$ cat config.mk
export PLATFORM = sky130hd
export DESIGN_NAME = exciter_keying_channel_access
export DESIGN_NICKNAME = d
export VERILOG_FILES = /design/src/hdl/keying_pkg.sv /design/src/hdl/exciter_keying_channel_access.sv /design/src/hdl/frame_select_mem.sv
export SDC_FILE = /design/constraint.sdc
export NUM_CORES = 1
export LEC_CHECK = 0
export BUFFER_PORTS_ARGS = -buffer_cell sky130_fd_sc_hd__buf_4
export CORE_ASPECT_RATIO = 0.75
export CORE_MARGIN = 3
export CORE_UTILIZATION = 53
export DETAILED_ROUTE_END_ITERATION = 7
export GPL_ROUTABILITY_DRIVEN = 0
export PLACE_DENSITY = 0.72
export SYNTH_ARGS = -nofsm -noshare
export SYNTH_HDL_FRONTEND = slang
export SYNTH_SLANG_ARGS = --single-unit
$ cat constraint.sdc
create_clock -name core_clk_i -period 2.6 [get_ports core_clk_i]
set_input_delay 0.65 -clock core_clk_i [delete_from_list [all_inputs] [get_ports core_clk_i]]
set_output_delay 0.65 -clock core_clk_i [all_outputs]
set_load 0.05 [all_outputs]
$ cat src/hdl/keying_pkg.sv
// Purpose: shared constants and carriers for exciter keying and access
// Assumes: 50 MHz core clock, 10 ms delay tick
// Notes:   all delay settings are counts of 10 ms ticks
package keying_pkg;
	localparam int unsigned CLK_HZ          = 50000000;
	localparam int unsigned TICK_MS         = 10;
	localparam int unsigned TICK_CYCLES     = CLK_HZ / 1000 * TICK_MS;
	localparam int unsigned CH_W            = 2;
	localparam int unsigned FRAME_COUNT     = 128;
	localparam int unsigned PREAMBLE_ENABLE_A_TICKS    = 10;
	localparam int unsigned IDENT_TICKS     = 100;
	localparam int unsigned MINUTE_TICKS    = 6000;
	localparam logic [7:0]  DELAY_RESET     = 8'h00;
	// half-bit periods in cycles for each test waveform
	localparam int unsigned HB_512   = CLK_HZ / (2 * 512);
	localparam int unsigned HB_1200  = CLK_HZ / (2 * 1200);
	localparam int unsigned HB_2400  = CLK_HZ / (2 * 2400);
	localparam int unsigned HB_300   = CLK_HZ / (2 * 300);
	localparam int unsigned HB_600   = CLK_HZ / (2 * 600);
	localparam int unsigned HB_1600  = CLK_HZ / (2 * 1600);
	localparam int unsigned HB_3200  = CLK_HZ / (2 * 3200);
	localparam logic [3:0]  TW_STOP  = 4'h0;

	typedef struct packed {
		logic [7:0] channel_change_delay;
		logic [7:0] keyup_lead_delay;
		logic [7:0] keyup_tail_delay;
		logic [7:0] share_release_margin;
		logic [7:0] busy_abort_limit;
		logic       busy_polarity_invert;
		logic       preamble_enable_a;
		logic       select_as_keyline;
		logic       channel_shared;
		logic       station_ident;
		logic       sync_simulcast_mode;
		logic       master_mode;
		logic       net_mode;
		logic [5:0] ident_minutes;
	} keying_cfg_t;

	typedef enum logic [2:0] {
		ST_IDLE  = 3'b000,
		ST_SETTLE = 3'b001,
		ST_LEAD  = 3'b010,
		ST_WARM  = 3'b011,
		ST_SEND  = 3'b100,
		ST_TAIL  = 3'b101,
		ST_MARGIN = 3'b110,
		ST_IDENT = 3'b111
	} key_state_t;
endpackage : keying_pkg

$ cat src/hdl/exciter_keying_channel_access.sv
// Purpose: keys an exciter, times channel access, busy abort and tests
// Assumes: busy pin and network notice are asynchronous inputs
// Notes:   page data itself is produced outside; this block gates it
`timescale 1ns/1ps
// Functional notes
// wait channel change delay before access or keying
// hold lead-in delay between keying and preamble
// keep keyed for tail time after last bit
// shared channel adds release margin before unkeying
// busy with pages waiting starts busy timer
// busy timer expiry aborts that channel's pages
// busy timer holds while sending other channel
// simulcast master sends busy abort notice on expiry
// network busy abort notice aborts that channel
// busy polarity follows inversion setting
// warm-up precedes 512/1200 POCSAG preamble when enabled
// codes 1-7 give square waves at rates
// codes 8,9 step waves; stop ends output
// forced ident after every network transmission
// simulcast ident every n minutes, n divides 60
// transmit only in selected shared frames
// select lines become extra keylines when enabled
// 10 ms tick drives all delay counters
module exciter_keying_channel_access
	import keying_pkg::*;
#(
	parameter int unsigned CHANNELS   = 4,
	parameter int unsigned TICK_CYC   = TICK_CYCLES,
	parameter int unsigned MINUTE_TK  = MINUTE_TICKS
) (
	input  wire logic                core_clk_i,
	input  wire logic                rstn_i,
	input  wire keying_cfg_t         cfg_i,
	input  wire logic [CHANNELS-1:0] pages_waiting_i,
	input  wire logic                send_req_i,
	input  wire logic [CH_W-1:0]     send_channel_i,
	input  wire logic                low_rate_pocsag_i,
	input  wire logic                last_bit_i,
	input  wire logic                page_data_i,
	input  wire logic                busy_pin_i,
	input  wire logic                net_abort_i,
	input  wire logic [CH_W-1:0]     net_abort_channel_i,
	input  wire logic [6:0]          frame_number_i,
	input  wire logic                frame_wr_i,
	input  wire logic [6:0]          frame_wr_addr_i,
	input  wire logic                frame_wr_sel_i,
	input  wire logic [3:0]          test_waveform_mode_i,
	input  wire logic                ident_done_i,
	output logic                     keyline_o,
	output logic [CH_W-1:0]          channel_select_o,
	output logic                     data_o,
	output logic                     send_grant_o,
	output logic                     preamble_enable_a_active_o,
	output logic                     ident_active_o,
	output logic [CHANNELS-1:0]      abort_o,
	output logic                     busy_abort_notice_o,
	output logic [CH_W-1:0]          busy_abort_channel_o,
	output logic                     channel_busy_o
);
	// ------------------------------------------------------------
	// input synchronisers
	// ------------------------------------------------------------
	logic [1:0] busy_sync_reg;
	logic [1:0] nabt_sync_reg;
	logic       nabt_prev_reg;

	always_ff @(posedge core_clk_i or negedge rstn_i) begin
		if (!rstn_i) begin
			busy_sync_reg <= 2'b11;
			nabt_sync_reg <= 2'b00;
			nabt_prev_reg <= 1'b0;
		end else begin
			busy_sync_reg <= {busy_sync_reg[0], busy_pin_i};
			nabt_sync_reg <= {nabt_sync_reg[0], net_abort_i};
			nabt_prev_reg <= nabt_sync_reg[1];
		end
	end

	logic busy_now;
	logic nabt_pulse;
	// low means busy unless inverted
	assign busy_now   = busy_sync_reg[1] ^ ~cfg_i.busy_polarity_invert;
	assign nabt_pulse = nabt_sync_reg[1] & ~nabt_prev_reg;
	assign channel_busy_o = busy_now;

	// ------------------------------------------------------------
	// 10 ms tick
	// ------------------------------------------------------------
	logic [$clog2(TICK_CYC)-1:0] tick_cnt_reg;
	logic                        tick;

	assign tick = (tick_cnt_reg == ($clog2(TICK_CYC))'(TICK_CYC - 1));

	always_ff @(posedge core_clk_i or negedge rstn_i) begin
		if (!rstn_i) begin
			tick_cnt_reg <= '0;
		end else if (tick) begin
			tick_cnt_reg <= '0;
		end else begin
			tick_cnt_reg <= tick_cnt_reg + 1'b1;
		end
	end

	// ------------------------------------------------------------
	// frame selection
	// ------------------------------------------------------------
	logic frame_ok;

	frame_select_mem #(
		.DEPTH (FRAME_COUNT),
		.AW    (7)
	) u_frames (
		.core_clk_i (core_clk_i),
		.rstn_i     (rstn_i),
		.wr_en_i    (frame_wr_i),
		.wr_addr_i  (frame_wr_addr_i),
		.wr_data_i  (frame_wr_sel_i),
		.rd_addr_i  (frame_number_i),
		.rd_data_o  (frame_ok)
	);

	// ------------------------------------------------------------
	// keying state machine
	// ------------------------------------------------------------
	key_state_t        state_reg;
	logic [7:0]        dly_reg;
	logic [CH_W-1:0]   chan_reg;
	logic              dly_done;
	logic              test_on;
	logic              sim_ident_reg;

	assign dly_done = (dly_reg == 8'h00);
	assign test_on  = (test_waveform_mode_i != TW_STOP);

	always_ff @(posedge core_clk_i or negedge rstn_i) begin
		if (!rstn_i) begin
			state_reg <= ST_IDLE;
			dly_reg   <= DELAY_RESET;
			chan_reg  <= '0;
		end else begin
			if (tick && !dly_done) begin
				dly_reg <= dly_reg - 1'b1;
			end
			case (state_reg)
				ST_IDLE: begin
					if (send_req_i) begin
						chan_reg  <= send_channel_i;
						dly_reg   <= (send_channel_i != chan_reg) ?
							cfg_i.channel_change_delay : 8'h00;
						state_reg <= ST_SETTLE;
					end
				end
				ST_SETTLE: begin
					// access judged only after settling
					if (!send_req_i) begin
						state_reg <= ST_IDLE;
					end else if (dly_done && !busy_now &&
					             (!cfg_i.sync_simulcast_mode ||
					              frame_ok)) begin
						dly_reg   <= cfg_i.keyup_lead_delay;
						state_reg <= ST_LEAD;
					end
				end
				ST_LEAD: begin
					if (dly_done) begin
						if (cfg_i.preamble_enable_a && low_rate_pocsag_i) begin
							dly_reg   <= 8'(PREAMBLE_ENABLE_A_TICKS);
							state_reg <= ST_WARM;
						end else begin
							state_reg <= ST_SEND;
						end
					end
				end
				ST_WARM: begin
					if (dly_done) begin
						state_reg <= ST_SEND;
					end
				end
				ST_SEND: begin
					if (last_bit_i) begin
						dly_reg   <= cfg_i.keyup_tail_delay;
						state_reg <= ST_TAIL;
					end
				end
				ST_TAIL: begin
					if (dly_done) begin
						if (cfg_i.channel_shared) begin
							dly_reg   <= cfg_i.share_release_margin;
							state_reg <= ST_MARGIN;
						end else if (cfg_i.station_ident && cfg_i.net_mode) begin
							state_reg <= ST_IDENT;
						end else begin
							state_reg <= ST_IDLE;
						end
					end
				end
				ST_MARGIN: begin
					if (dly_done) begin
						state_reg <= (cfg_i.station_ident && cfg_i.net_mode) ?
							ST_IDENT : ST_IDLE;
					end
				end
				ST_IDENT: begin
					if (ident_done_i) begin
						state_reg <= ST_IDLE;
					end
				end
				default: state_reg <= ST_IDLE;
			endcase
		end
	end

	logic keyed;
	assign keyed = (state_reg == ST_LEAD) || (state_reg == ST_WARM) ||
	               (state_reg == ST_SEND) || (state_reg == ST_TAIL) ||
	               (state_reg == ST_MARGIN) || (state_reg == ST_IDENT) ||
	               test_on || sim_ident_reg;
	assign send_grant_o    = (state_reg == ST_SEND);
	assign preamble_enable_a_active_o = (state_reg == ST_WARM);

	// ------------------------------------------------------------
	// simulcast periodic ident
	// ------------------------------------------------------------
	logic [12:0] min_cnt_reg;
	logic [5:0]  min_reg;
	logic        n_divides;

	always_comb begin
		case (cfg_i.ident_minutes)
			6'd1, 6'd2, 6'd3, 6'd4, 6'd5, 6'd6, 6'd10, 6'd12,
			6'd15, 6'd20, 6'd30: n_divides = 1'b1;
			default: n_divides = (cfg_i.ident_minutes == 6'd60);
		endcase
	end

	always_ff @(posedge core_clk_i or negedge rstn_i) begin
		if (!rstn_i) begin
			min_cnt_reg   <= '0;
			min_reg       <= '0;
			sim_ident_reg <= 1'b0;
		end else begin
			if (sim_ident_reg && ident_done_i) begin
				sim_ident_reg <= 1'b0;
			end
			if (tick) begin
				if (min_cnt_reg == 13'(MINUTE_TK - 1)) begin
					min_cnt_reg <= '0;
					if (min_reg + 6'd1 >= cfg_i.ident_minutes) begin
						min_reg <= '0;
						if (cfg_i.sync_simulcast_mode && n_divides) begin
							sim_ident_reg <= 1'b1;
						end
					end else begin
						min_reg <= min_reg + 6'd1;
					end
				end else begin
					min_cnt_reg <= min_cnt_reg + 13'd1;
				end
			end
		end
	end

	assign ident_active_o = (state_reg == ST_IDENT) || sim_ident_reg;

	// ------------------------------------------------------------
	// busy timers, one per channel
	// ------------------------------------------------------------
	logic [CHANNELS-1:0] expire;

	genvar g;
	generate
		for (g = 0; g < CHANNELS; g++) begin : g_busy
			logic [7:0] bt_reg;
			logic       run_reg;
			logic       this_ch;
			logic       other_tx;

			assign this_ch  = (chan_reg == CH_W'(g));
			assign other_tx = keyed && !this_ch;
			assign expire[g] = run_reg && (bt_reg == 8'h00) && !other_tx;

			always_ff @(posedge core_clk_i or negedge rstn_i) begin
				if (!rstn_i) begin
					bt_reg  <= 8'h00;
					run_reg <= 1'b0;
				end else if (!pages_waiting_i[g] || expire[g]) begin
					run_reg <= 1'b0;
				end else if (!run_reg) begin
					if (this_ch && busy_now && state_reg == ST_SETTLE &&
					    dly_done) begin
						run_reg <= 1'b1;
						bt_reg  <= cfg_i.busy_abort_limit;
					end
				end else if (this_ch && !busy_now) begin
					run_reg <= 1'b0;
				end else if (tick && !other_tx) begin
					bt_reg <= bt_reg - 1'b1; // held on other channel
				end
			end

			always_ff @(posedge core_clk_i or negedge rstn_i) begin
				if (!rstn_i) begin
					abort_o[g] <= 1'b0;
				end else begin
					abort_o[g] <= expire[g] || (nabt_pulse &&
						(cfg_i.master_mode || cfg_i.net_mode) &&
						net_abort_channel_i == CH_W'(g));
				end
			end
		end
	endgenerate

	// ------------------------------------------------------------
	// busy abort notice
	// ------------------------------------------------------------
	always_ff @(posedge core_clk_i or negedge rstn_i) begin
		if (!rstn_i) begin
			busy_abort_notice_o  <= 1'b0;
			busy_abort_channel_o <= '0;
		end else begin
			busy_abort_notice_o <= cfg_i.master_mode && (|expire);
			for (int i = 0; i < CHANNELS; i++) begin
				if (expire[i]) begin
					busy_abort_channel_o <= CH_W'(i);
				end
			end
		end
	end

	// ------------------------------------------------------------
	// test waveforms
	// ------------------------------------------------------------
	logic [16:0] hb_len;
	logic [16:0] hb_cnt_reg;
	logic [1:0]  step_reg;
	logic        sq_reg;
	logic        is_step;

	always_comb begin
		is_step = 1'b0;
		case (test_waveform_mode_i)
			4'h1: hb_len = 17'(HB_512);
			4'h2: hb_len = 17'(HB_1200);
			4'h3: hb_len = 17'(HB_2400);
			4'h4: hb_len = 17'(HB_300);
			4'h5: hb_len = 17'(HB_600);
			4'h6: hb_len = 17'(HB_1600);
			4'h7: hb_len = 17'(HB_3200);
			4'h8: begin
				hb_len  = 17'(HB_1600 * 2);
				is_step = 1'b1;
			end
			4'h9: begin
				hb_len  = 17'(HB_3200 * 2);
				is_step = 1'b1;
			end
			default: hb_len = 17'h00001;
		endcase
	end

	always_ff @(posedge core_clk_i or negedge rstn_i) begin
		if (!rstn_i) begin
			hb_cnt_reg <= '0;
			sq_reg     <= 1'b0;
			step_reg   <= 2'b00;
		end else if (!test_on) begin
			hb_cnt_reg <= '0; // stop ends output
			sq_reg     <= 1'b0;
			step_reg   <= 2'b00;
		end else if (hb_cnt_reg >= hb_len - 17'h00001) begin
			hb_cnt_reg <= '0;
			sq_reg     <= ~sq_reg;
			step_reg   <= step_reg + 2'b01;
		end else begin
			hb_cnt_reg <= hb_cnt_reg + 17'h00001;
		end
	end

	// ------------------------------------------------------------
	// outputs
	// ------------------------------------------------------------
	always_ff @(posedge core_clk_i or negedge rstn_i) begin
		if (!rstn_i) begin
			data_o    <= 1'b0;
			keyline_o <= 1'b0;
		end else begin
			keyline_o <= keyed;
			if (test_on) begin
				// step wave approximated by a two-bit staircase msb
				data_o <= is_step ? step_reg[1] : sq_reg;
			end else begin
				data_o <= (state_reg == ST_SEND) ? page_data_i : 1'b0;
			end
		end
	end

	always_ff @(posedge core_clk_i or negedge rstn_i) begin
		if (!rstn_i) begin
			channel_select_o <= '0;
		end else if (cfg_i.select_as_keyline) begin
			channel_select_o <= {CH_W{keyed}};
		end else begin
			channel_select_o <= chan_reg;
		end
	end

	// ------------------------------------------------------------
	// checks
	// ------------------------------------------------------------
	property p_lead_no_data;
		@(posedge core_clk_i) disable iff (!rstn_i)
		(state_reg == ST_LEAD && !test_on) |=> !data_o;
	endproperty
	a_lead_no_data: assert property (p_lead_no_data)
		else $error("data during lead-in");

	property p_polarity;
		@(posedge core_clk_i) disable iff (!rstn_i)
		!cfg_i.busy_polarity_invert |-> (busy_now == !busy_sync_reg[1]);
	endproperty
	a_polarity: assert property (p_polarity)
		else $error("busy polarity wrong");

	property p_tail_keyed;
		@(posedge core_clk_i) disable iff (!rstn_i)
		(state_reg == ST_TAIL) |=> keyline_o;
	endproperty
	a_tail_keyed: assert property (p_tail_keyed)
		else $error("unkeyed in tail");

	property p_settle_wait;
		@(posedge core_clk_i) disable iff (!rstn_i)
		(state_reg == ST_SETTLE && !dly_done) |=> state_reg != ST_LEAD;
	endproperty
	a_settle_wait: assert property (p_settle_wait)
		else $error("keyed before settle");

	property p_notice;
		@(posedge core_clk_i) disable iff (!rstn_i)
		(cfg_i.master_mode && |expire) |=> busy_abort_notice_o;
	endproperty
	a_notice: assert property (p_notice)
		else $error("missing busy abort notice");

	property p_abort;
		@(posedge core_clk_i) disable iff (!rstn_i)
		expire[0] |=> abort_o[0];
	endproperty
	a_abort: assert property (p_abort)
		else $error("expiry without abort");

	property p_tick;
		@(posedge core_clk_i) disable iff (!rstn_i)
		tick |=> !tick;
	endproperty
	a_tick: assert property (p_tick)
		else $error("tick too long");

	property p_stop;
		@(posedge core_clk_i) disable iff (!rstn_i)
		(!test_on && state_reg == ST_IDLE) |=> !data_o;
	endproperty
	a_stop: assert property (p_stop)
		else $error("waveform after stop");
endmodule : exciter_keying_channel_access

$ cat src/hdl/frame_select_mem.sv
// Purpose: per-frame time share selection store
// Assumes: one write port, registered read
// Notes:   all frames start deselected
`timescale 1ns/1ps
module frame_select_mem #(
	parameter int unsigned DEPTH = 128,
	parameter int unsigned AW    = 7
) (
	input  wire logic          core_clk_i,
	input  wire logic          rstn_i,
	input  wire logic          wr_en_i,
	input  wire logic [AW-1:0] wr_addr_i,
	input  wire logic          wr_data_i,
	input  wire logic [AW-1:0] rd_addr_i,
	output logic               rd_data_o
);
	logic [DEPTH-1:0] sel_reg;

	always_ff @(posedge core_clk_i or negedge rstn_i) begin
		if (!rstn_i) begin
			sel_reg <= '0;
		end else if (wr_en_i) begin
			sel_reg[wr_addr_i] <= wr_data_i;
		end
	end

	always_ff @(posedge core_clk_i or negedge rstn_i) begin
		if (!rstn_i) begin
			rd_data_o <= 1'b0;
		end else begin
			rd_data_o <= sel_reg[rd_addr_i];
		end
	end
endmodule : frame_select_mem

After elaboration in Yosys (flattened, before gate mapping)
Index checks and enable logic that the tools add are counted.
{ "classes": {"add_sub_neg": 11, "multipliers": 0, "div": 0, "magnitude_cmp": 5, "eq_ne": 54, "shifts": 0, "n_mux": 86, "n_bitwise": 9, "n_reduce_logical": 103} }
{ "op_table": {"columns": ["cell", "count"], "rows": [
  ["$mux 8", 26],
  ["$pmux 17 s9", 1],
  ["$bwmux 128", 1],
  ["$logic_and 1x1->1", 46],
  ["$logic_not 8->1", 5],
  ["$pmux 8 s5", 1],
  ["$sub 8x1->8 const B", 5],
  ["$mux 3", 12],
  ["$mux 17", 2],
  ["$mux 1", 30],
  ["$pmux 3 s8", 1],
  ["$ne 2x2->1 const B", 10],
  ["$add 19x1->19 const B", 1],
  ["$eq 19x19->1 const B", 1],
  ["$mux 19", 1],
  ["$eq 6x3->1 const B", 3],
  ["$eq 6x4->1 const B", 3],
  ["$logic_or 1x1->1", 18],
  ["$add 17x1->17 const B", 1],
  ["$ge 17x17->1", 1],
  ["$sub 17x1->17 const B", 1],
  ["$eq 4x3->1 const B", 4],
  ["$lt 7x8->1 const B", 2],
  ["$reduce_and 4->1", 4],
  ["39 further kinds", 88]
]} }
{ "word_totals": {"ff_bits": 253, "latch_bits": 0, "ram_bits": 0, "rom_bits": 0, "input_bits": 91, "out_inout_bits": 15, "elab_cells": 300, "memories": 0} }

Depth between registers and ports, before layout
Gate-level depths: netlist of run 1.
{ "depth": {"ltp_word": 15, "mapped_depth": 18, "mapped_depth_nobuf": 17} }

Hierarchy
From an unflattened synthesis of run 1, not the netlist that was laid out.
{ "unflattened": {"hier_cells": 1521, "hier_area_um2": 15020.7} }
{ "by_module_without_submodules": {"columns": ["mod", "n_inst", "cells_per_inst", "area_each_um2", "seq_area_each_um2"], "rows": [
  ["exciter_keying_channel_access", 1, 967, 8366.8, 3105.5],
  ["frame_select_mem", 1, 554, 6653.9, 3228.1]
]} }

Worst setup path after synthesis of run 1
Ideal clock, no wire load.
{ "synth_path": {"path_kind": "input port to flip-flop", "start": "input test_waveform_mode_i[2]", "end": "register hb_cnt_reg[10]", "setup_time_ps": 132, "arrival_time_ps": 3748, "required_time_ps": 2468, "setup_slack_ps": -1280, "cell_stages": 18, "path_buffers": 4, "path_cell_list": "clkbuf_1 -> clkbuf_1 -> nand2_1 -> a21o_1 -> ha_1 -> buf_1 -> nor4_1 -> a21oi_1 -> o21ai_0 -> a21oi_1 -> ha_1 -> nand4_1 -> nor2_1 -> o31ai_1 -> a221o_1 -> nand3_1 -> clkbuf_1 -> nor2_1"} }
{ "synth_via": {"elab_chain_cells": 6, "elab_cells_between_ends": 15, "classes_between": "add/sub (1); order compare (1); eq/ne (9); mux (3); reduce/logical (1)"} }
{ "synth_lines": {"columns": ["element", "line_no", "source"], "rows": [
  ["start: declaration", "exciter_keying_channel_access.sv:47", "input wire logic [3:0] test_waveform_mode_i,"],
  ["$eq 4x4->1, or another cell as far along", "exciter_keying_channel_access.sv:341", "case (test_waveform_mode_i)"],
  ["$pmux 17 s9", "exciter_keying_channel_access.sv:341", null],
  ["$sub 17x1->17", "exciter_keying_channel_access.sv:370", "end else if (hb_cnt_reg >= hb_len - 17'h00001) begin"],
  ["$ge 17x17->1", "exciter_keying_channel_access.sv:370", null],
  ["$mux 17", "exciter_keying_channel_access.sv:370", null],
  ["$mux 17 (*)", "exciter_keying_channel_access.sv:366", "end else if (!test_on) begin"],
  ["end signal: assignment", "exciter_keying_channel_access.sv:375", "hb_cnt_reg <= hb_cnt_reg + 17'h00001;"],
  ["end: declaration", "exciter_keying_channel_access.sv:334", "logic [16:0] hb_cnt_reg;"]
]} }
Mark *: on every way between the ends. The rest lies on a longest branch, timed or not.
A chain may end at the register's enable or synchronous reset.

Final worst setup path of run 1
{ "layout_path": {"start": "input test_waveform_mode_i[0]", "end": "register step_reg[1]"} }
{ "layout_via": {"elab_chain_cells": 5, "elab_cells_between_ends": 15, "classes_between": "add/sub (1); order compare (1); eq/ne (10); mux (2); reduce/logical (1)"} }
{ "layout_lines": {"columns": ["element", "line_no", "source"], "rows": [
  ["$eq 4x4->1, or another cell as far along", "exciter_keying_channel_access.sv:341", null],
  ["$pmux 17 s9", "exciter_keying_channel_access.sv:341", null],
  ["$sub 17x1->17", "exciter_keying_channel_access.sv:370", null],
  ["$ge 17x17->1", "exciter_keying_channel_access.sv:370", null],
  ["$ne 2x1->1 (no line)", null, null],
  ["end signal: assignment", "exciter_keying_channel_access.sv:373", "step_reg <= step_reg + 2'b01;"],
  ["end: declaration", "exciter_keying_channel_access.sv:335", "logic [1:0] step_reg;"]
]} }
Parallel ways exist; a longest one is shown, timed or not.

==> impl_results.md, run 1 <==
- RSZ-0062 raised after global routing: yes
- CTS root buf: clkbuf_16
- Pin count of the biggest net entering global routing: 129
- Part of the cycle the worst path needs: 107%
- Arrival time at the worst endpoint: 3.21 ns
- Number of global-route vias before repair: 11700
- Critical-path cell list: buf_8 > inv_4 > nor2_4 > nand2_1 > a21o_1 > ha_4 > buf_4 > nand2_2 > a31oi_1 > nor2_1 > ha_1 > a21oi_2 > o21a_1 > buf_6 > a221o_1 > buf_4 > a21boi_2 > o21ai_1
- Placed Area: 16300 µm²
- Number of buffers created by CTS: 26
- DRT iter0 DRCs: 1348
- Max rail drop VDD: 0.000523 V
- Initial antenna violation count: 0
- Placed Cells: 1964
- Design area: 17300 µm²
- Max_cap viols: 0
- Fillers: 2064
- Fmax achieved: 358 MHz
- Post-route ant nets: 0
- Flops & latches, synth: 253
- Final worst setup slack: -0.192 ns
- Design Power: 12.0 mW
- Routed wire length: 36800 µm
- Synthesis-to-layout area growth: 19.8%
- LEAKAGE: 7.90 nW
- Worst-path clk slew: 0.06 ns
- DR DRC count: 0
- Synth async-reset ratio: 100%
- Synth Net Count: 1619
- Average vias per placed instance: 5.92
- Htree depth: 1
- Final Instance Count excl. Fillers: 2018
- Pwr dens: 690 nW/µm²
- Finished Core Util: 65.6%
- Setup violators final: 20
- Most used cell, CP: buf_4
- Clock buffer depth: 3
- Ys flop type: dfrtp_1
- Clock Skew: 0.0226 ns
- Crit path required time: 3.02 ns
- Post-Syn Area per Cell: 9.69 µm²
- Post-synth EDFFs: 0
- Worst Path Max Fanout: 8
- CTS tree: built
- Worst skew pair latency: 0.56 ns
- Worst path max stage delay: 0.38 ns
- Fin. Hold Viols: 0
- Mapped cell area: 14500 µm²
- Via count: 11900
- Cells after Synth: 1494
- CTS sink count: 253
- CP top delay family: compound AO/OA/AOI/OAI gates
- Die area: 29400 µm²
- Share of cells above drive strength 1: 27.8%
- Setup Crit Path Kind: in2reg
- CP startpoint kind: input pin
- Gr usage total: 24.9%
- Pre-CTS WS: -0.882 ns
- Largest register FFs: 128
- Sequential share of the synthesized area: 43.8%
- Die Y: 149 µm
- Most common cell after layout, fill and taps aside: dfrtp_1
- Worst slew pin tran: 0.626 ns
- Slowest cell on crit path: a221o_1
- Top Ports: 106
- Post-detail-place hpwl: 26100 µm
- Ant. Diodes: 0
- Routed len/inst: 18.2 µm
- Starting Density: 54.8%
- Tightest Hold Check Type: in2async
- PortBufs: 105
- Die width: 197 µm
- Status: complete, but fails checks
- Synth warn: 0
- TNS Setup: -3.54 ns
- Grt ovf: 0
- Site Rows: 51
- CP Buf/Inv Count: 5
- Hold slack: 0.0351 ns
- Most frequent cells in the layout: dfrtp_1, buf_4, nand2_1
- Violated checks: setup timing
- Nets: 1780
- First-pass GRT wire length: 60200 µm
- Slew Viols, Final: 0
- CP Capture Type: flip-flop
- Relative slew slack: 58.1%
- DRT Pass-1 Iters: 6
- Core box area: 26400 µm²
- Minimum clock period: 2.79 ns
- Synth cell types: 81
power breakdown:
part	switching [mW]	internal (mW)	total, mW	leakage [nW]
clock network	1.59	2.16	3.76	0.424
logic	1.79	1.44	3.24	4.14
registers	0.520	4.46	4.98	3.34
worst reg2reg max path, stage by stage, from the launching register on:
cell and delay (ns):
dfrtp_1 0.41, inv_1 0.10, ha_1 0.21, nor3b_2 0.27
buf_4 0.18, nand4_1 0.10, a21boi_0 0.29, nand3_1 0.18
a21o_1 0.19, a221o_1 0.30
layout make-up:
class                   instances  area (µm²)  share of cell area [%]
well taps                     344         430                    2.48
multi-input cells            1114        7820                    45.1
clock buffers                  35         764                    4.41
flip-flops and latches        253        6330                    36.5
clock inverters                12         106                   0.613
inverters                      50         190                    1.10
repair buffers                210        1690                    9.75
synthesized netlist by cell type (4+ instances only):
library cell	instances	area share, %
dfrtp_1	251	43
nand2_1	189	4.9
nor2_1	145	3.8
mux2_2	132	10
o21ai_0	64	2.2
clkbuf_1	56	1.5
a21oi_1	54	1.9
nand3_1	52	1.8
inv_1	49	1.3
mux2i_1	43	3.0
nor3_1	42	1.5
ha_1	34	2.9
xnor2_1	29	1.8
nand2b_1	23	0.99
xor2_1	22	1.3
o21ai_1	20	0.69
a31oi_1	19	0.82
a22oi_1	17	0.88
mux4_2	17	2.6
nand4_1	17	0.73
nor2b_1	15	0.65
buf_2	14	0.48
and3_1	13	0.56
nor4_1	12	0.52
o31ai_1	10	0.52
o211ai_1	9	0.47
or3_1	8	0.35
and2_1	7	0.30
o21a_1	7	0.36
o22a_1	7	0.42
or2_2	7	0.30
a221oi_1	6	0.36
buf_1	6	0.16
o22ai_1	6	0.26
a21o_1	5	0.26
a222oi_1	5	0.35
a21boi_0	4	0.21
a22o_1	4	0.24
nand3b_1	4	0.21
nor4b_1	4	0.24
metal layers:
layer	up-vias	wire, µm	share of wire, %	GRT usage [%]
li1	5668	-	-	-
met1	5861	17300	47	37.2
met2	379	16200	44	38.2
met3	41	2730	7.4	5.31
met4	0	547	1.5	4.31
met5	-	0	0	0
path summary, 6_finish.rpt:
| check | startpoint | end | slack [ns] | depth (start not counted) |
|---|---|---|---|---|
| min in group core_clk_i | busy_pin_i | busy_sync_reg[0]$_DFF_PN1_ | 0.20 | 1 |
| min reg2reg | nabt_sync_reg[0]$_DFF_PN0_ | nabt_sync_reg[1]$_DFF_PN0_ | 0.35 | 0 |
| min | rstn_i | u_frames.sel_reg[84]$_DFFE_PN0P_ | 0.04 | 1 |
| max | test_waveform_mode_i[0] | step_reg[1]$_DFFE_PN0P_ | -0.19 | 18 |
| max reg2reg | dly_reg[0]$_DFF_PN0_ | dly_reg[7]$_DFF_PN0_ | 0.23 | 9 |
| max in group asynchronous | rstn_i | chan_reg[0]$_DFFE_PN0P_ | 1.87 | 2 |
kinds of logic (layout without fill, tap and decap cells):
| group | count (synthesis) | in the layout | share of synthesized area, % |
|---|---|---|---|
| compound gates | 275 | 275 | 12.4 |
| xor+xnor | 51 | 51 | 3.09 |
| flops | 253 | 253 | 43.8 |
| fa+ha+maj | 35 | 35 | 3.01 |
| simple gates | 561 | 561 | 18.4 |
| buf+inv | 127 | 307 | 3.42 |
| mux | 192 | 192 | 15.9 |
repair_timing:
| action | CTS | global route |
|---|---|---|
| resized for setup | 22 | 18 |
| setup endpoints to repair | 20 | 54 |
| buffers inserted | 5 | 3 |
| hold buffers | 0 | 0 |
| pin swaps | 12 | 15 |
(Power assumes the default switching activity.)
==> inputs of run 2 (changes only) <==
SETUP_SLACK_MARGIN = 0.5   (was default)
==> impl_results.md, run 2 (synthesis gave the netlist of run 1 again) <==
- Site Rows: 51
- TNS Setup: -6.05 ns
- Design Power: 13.5 mW
- Grt ovf: 0
- Largest register FFs: 128
- Via count: 12600
- CTS root buf: clkbuf_16
- Pwr dens: 714 nW/µm²
- Pin count of the biggest net entering global routing: 73
- Status: complete, but fails checks
- Most used cell, CP: nor2_4
- Worst Hold End: busy_sync_reg[0]$_DFF_PN1_
- Hold path depth: 1
- Internal: 9.03 mW
- Slowest cell on crit path: ha_1
- Average vias per placed instance: 6.06
- Gr usage total: 27.1%
- Starting Density: 54.8%
- Clock buffer depth: 3
- Arrival time at the worst endpoint: 3.40 ns
- Die Y: 149 µm
- DRT Pass-1 Iters: 5
- Worst-path clk slew: 0.07 ns
- Crit path required time: 3.08 ns
- Worst flop-to-flop path startpoint: busy_sync_reg[1]$_DFF_PN1_
- Part of the cycle the worst path needs: 112%
- Fin. Hold Viols: 0
- Relative slew slack: 42.6%
- Number of global-route vias before repair: 12400
- Post-route ant nets: 0
- Psw: 4.50 mW
- PortBufs: 105
- Max_cap viols: 0
- DR DRC count: 0
- Worst Path Max Fanout: 6
- DRT iter0 DRCs: 1047
- CP Buf/Inv Count: 3
- Routed wire length: 40900 µm
- Htree depth: 1
- Number of buffers created by CTS: 26
- Most common cell after layout, fill and taps aside: dfrtp_1
- Ant. Diodes: 0
- Max rail drop VDD: 0.000581 V
- Critical-path cell list: buf_12 > nor2_4 > nand2_2 > a21o_1 > ha_4 > buf_6 > o22ai_2 > nor2_1 > a31oi_1 > ha_1 > a21oi_2 > o21a_1 > o211a_1 > a221o_1 > nand3_4 > clkbuf_16 > nor2_4
- Worst path max stage delay: 0.30 ns
- Worst skew pair latency: 0.55 ns
- Setup Crit Path Kind: in2reg
- Clock Skew: 0.0113 ns
- Final worst setup slack: -0.322 ns
- CP top delay family: compound AO/OA/AOI/OAI gates
- Violated checks: setup timing
- Post-detail-place hpwl: 26300 µm
- Most frequent cells in the layout: dfrtp_1, buf_4, nand2_1
- Die area: 29400 µm²
- Core box area: 26400 µm²
- CP startpoint kind: input pin
- Initial antenna violation count: 0
- Die width: 197 µm
- LEAKAGE: 8.51 nW
- CP Capture Type: flip-flop
- Setup violators final: 20
- Share of cells above drive strength 1: 35.8%
- Clock share of power: 29.9%
- CTS tree: built
- Nets: 1847
- Worst slew pin tran: 0.854 ns
- Combinational share of power: 33.2%
- Synthesis-to-layout area growth: 30.8%
- Critical R2R Capture: g_busy[0].bt_reg[7]$_DFFE_PN0P_
- CTS sink count: 253
- Path depth of the worst reg2reg path: 9
- Routed len/inst: 19.6 µm
- Hold Crit Start: busy_pin_i
- Seq pwr share: 36.9%
- Minimum clock period: 2.92 ns
- Fmax achieved: 342 MHz
- Tightest Hold Check Type: in2reg
- RSZ-0062 raised after global routing: yes
- R2R setup slack: 0.27 ns
- Top Ports: 106
- Slew Viols, Final: 0
- First-pass GRT wire length: 65100 µm
- Sw frac: 33.3%
## run 2: cell count changes in the layout (fill, tap and decap cells not counted), moves of 11 or more
cell,change
buf_4,+25
nor2_4,+21
nor2_1,-17
o21ai_4,+12
o21ai_0,-19
buf_6,+22
o21ai_1,+11
## run 2: per-layer routing
layer / vias up / wire (µm) / track usage (%)
li1: 5835 / - / -
met1: 6306 / 18600 / 40.0
met2: 403 / 18800 / 41.8
met3: 95 / 2560 / 5.13
met4: 0 / 918 / 5.95
met5: - / 0 / 0
## run 2: power groups by stage
stage	Combinational (mW)	Sequential [mW]	Clock, mW
after floorplan	2.24	4.89	0
after global placement	3.09	4.97	0
after detailed placement	3.17	4.99	0
after CTS	3.78	4.94	4.14
after global routing	4.82	5.06	4.30
final	4.49	4.99	4.05
## run 2: through the flow
stage               worst slack, ns  hold slack [ns]  util [%]  area [µm²]  cells
finish                       -0.322            0.203      71.7       18900   2086
global route                 -0.436            0.180      71.7       18900   2086
CTS                          -0.133            0.177      69.0       18200   2055
detailed placement           -0.902            0.336      61.8       16300   1955
global placement             -0.746            0.333      61.8       16300   1955
floorplan                    -0.566            0.331         -       14800   1494
## run 2: what timing repair did
item                                   CTS  global route
setup endpoints to repair               82            78
resized for setup                      132           110
pin swaps                               62            74
gates cloned                             8             1
hold buffers                             1             0
endpoints found under the hold margin   38             0
buffers inserted                        43            30
## run 2: final cells by class
cell class                 count  area, µm²
clock inverter                15        199
fill                        1890       7480
sequential                   253       6350
tap                          344        430
timing repair buffer         272       2430
inverter                      50        196
multi-input combinational   1119       8600
clock buffer                  33        737
## run 2: how the worst max path moves through the flow
stage                            startpoint  cells after the start  slack, ns                  endpoint
floorplan           test_waveform_mode_i[2]                     17      -0.57   hb_cnt_reg[9]$_DFF_PN0_
global placement    test_waveform_mode_i[0]                     17      -0.75   step_reg[1]$_DFFE_PN0P_
finish              test_waveform_mode_i[0]                     17      -0.32  hb_cnt_reg[11]$_DFF_PN0_
global route        test_waveform_mode_i[0]                     18      -0.44  hb_cnt_reg[10]$_DFF_PN0_
detailed placement  test_waveform_mode_i[0]                     18      -0.90   step_reg[1]$_DFFE_PN0P_
CTS                 test_waveform_mode_i[0]                     18      -0.13  hb_cnt_reg[14]$_DFF_PN0_
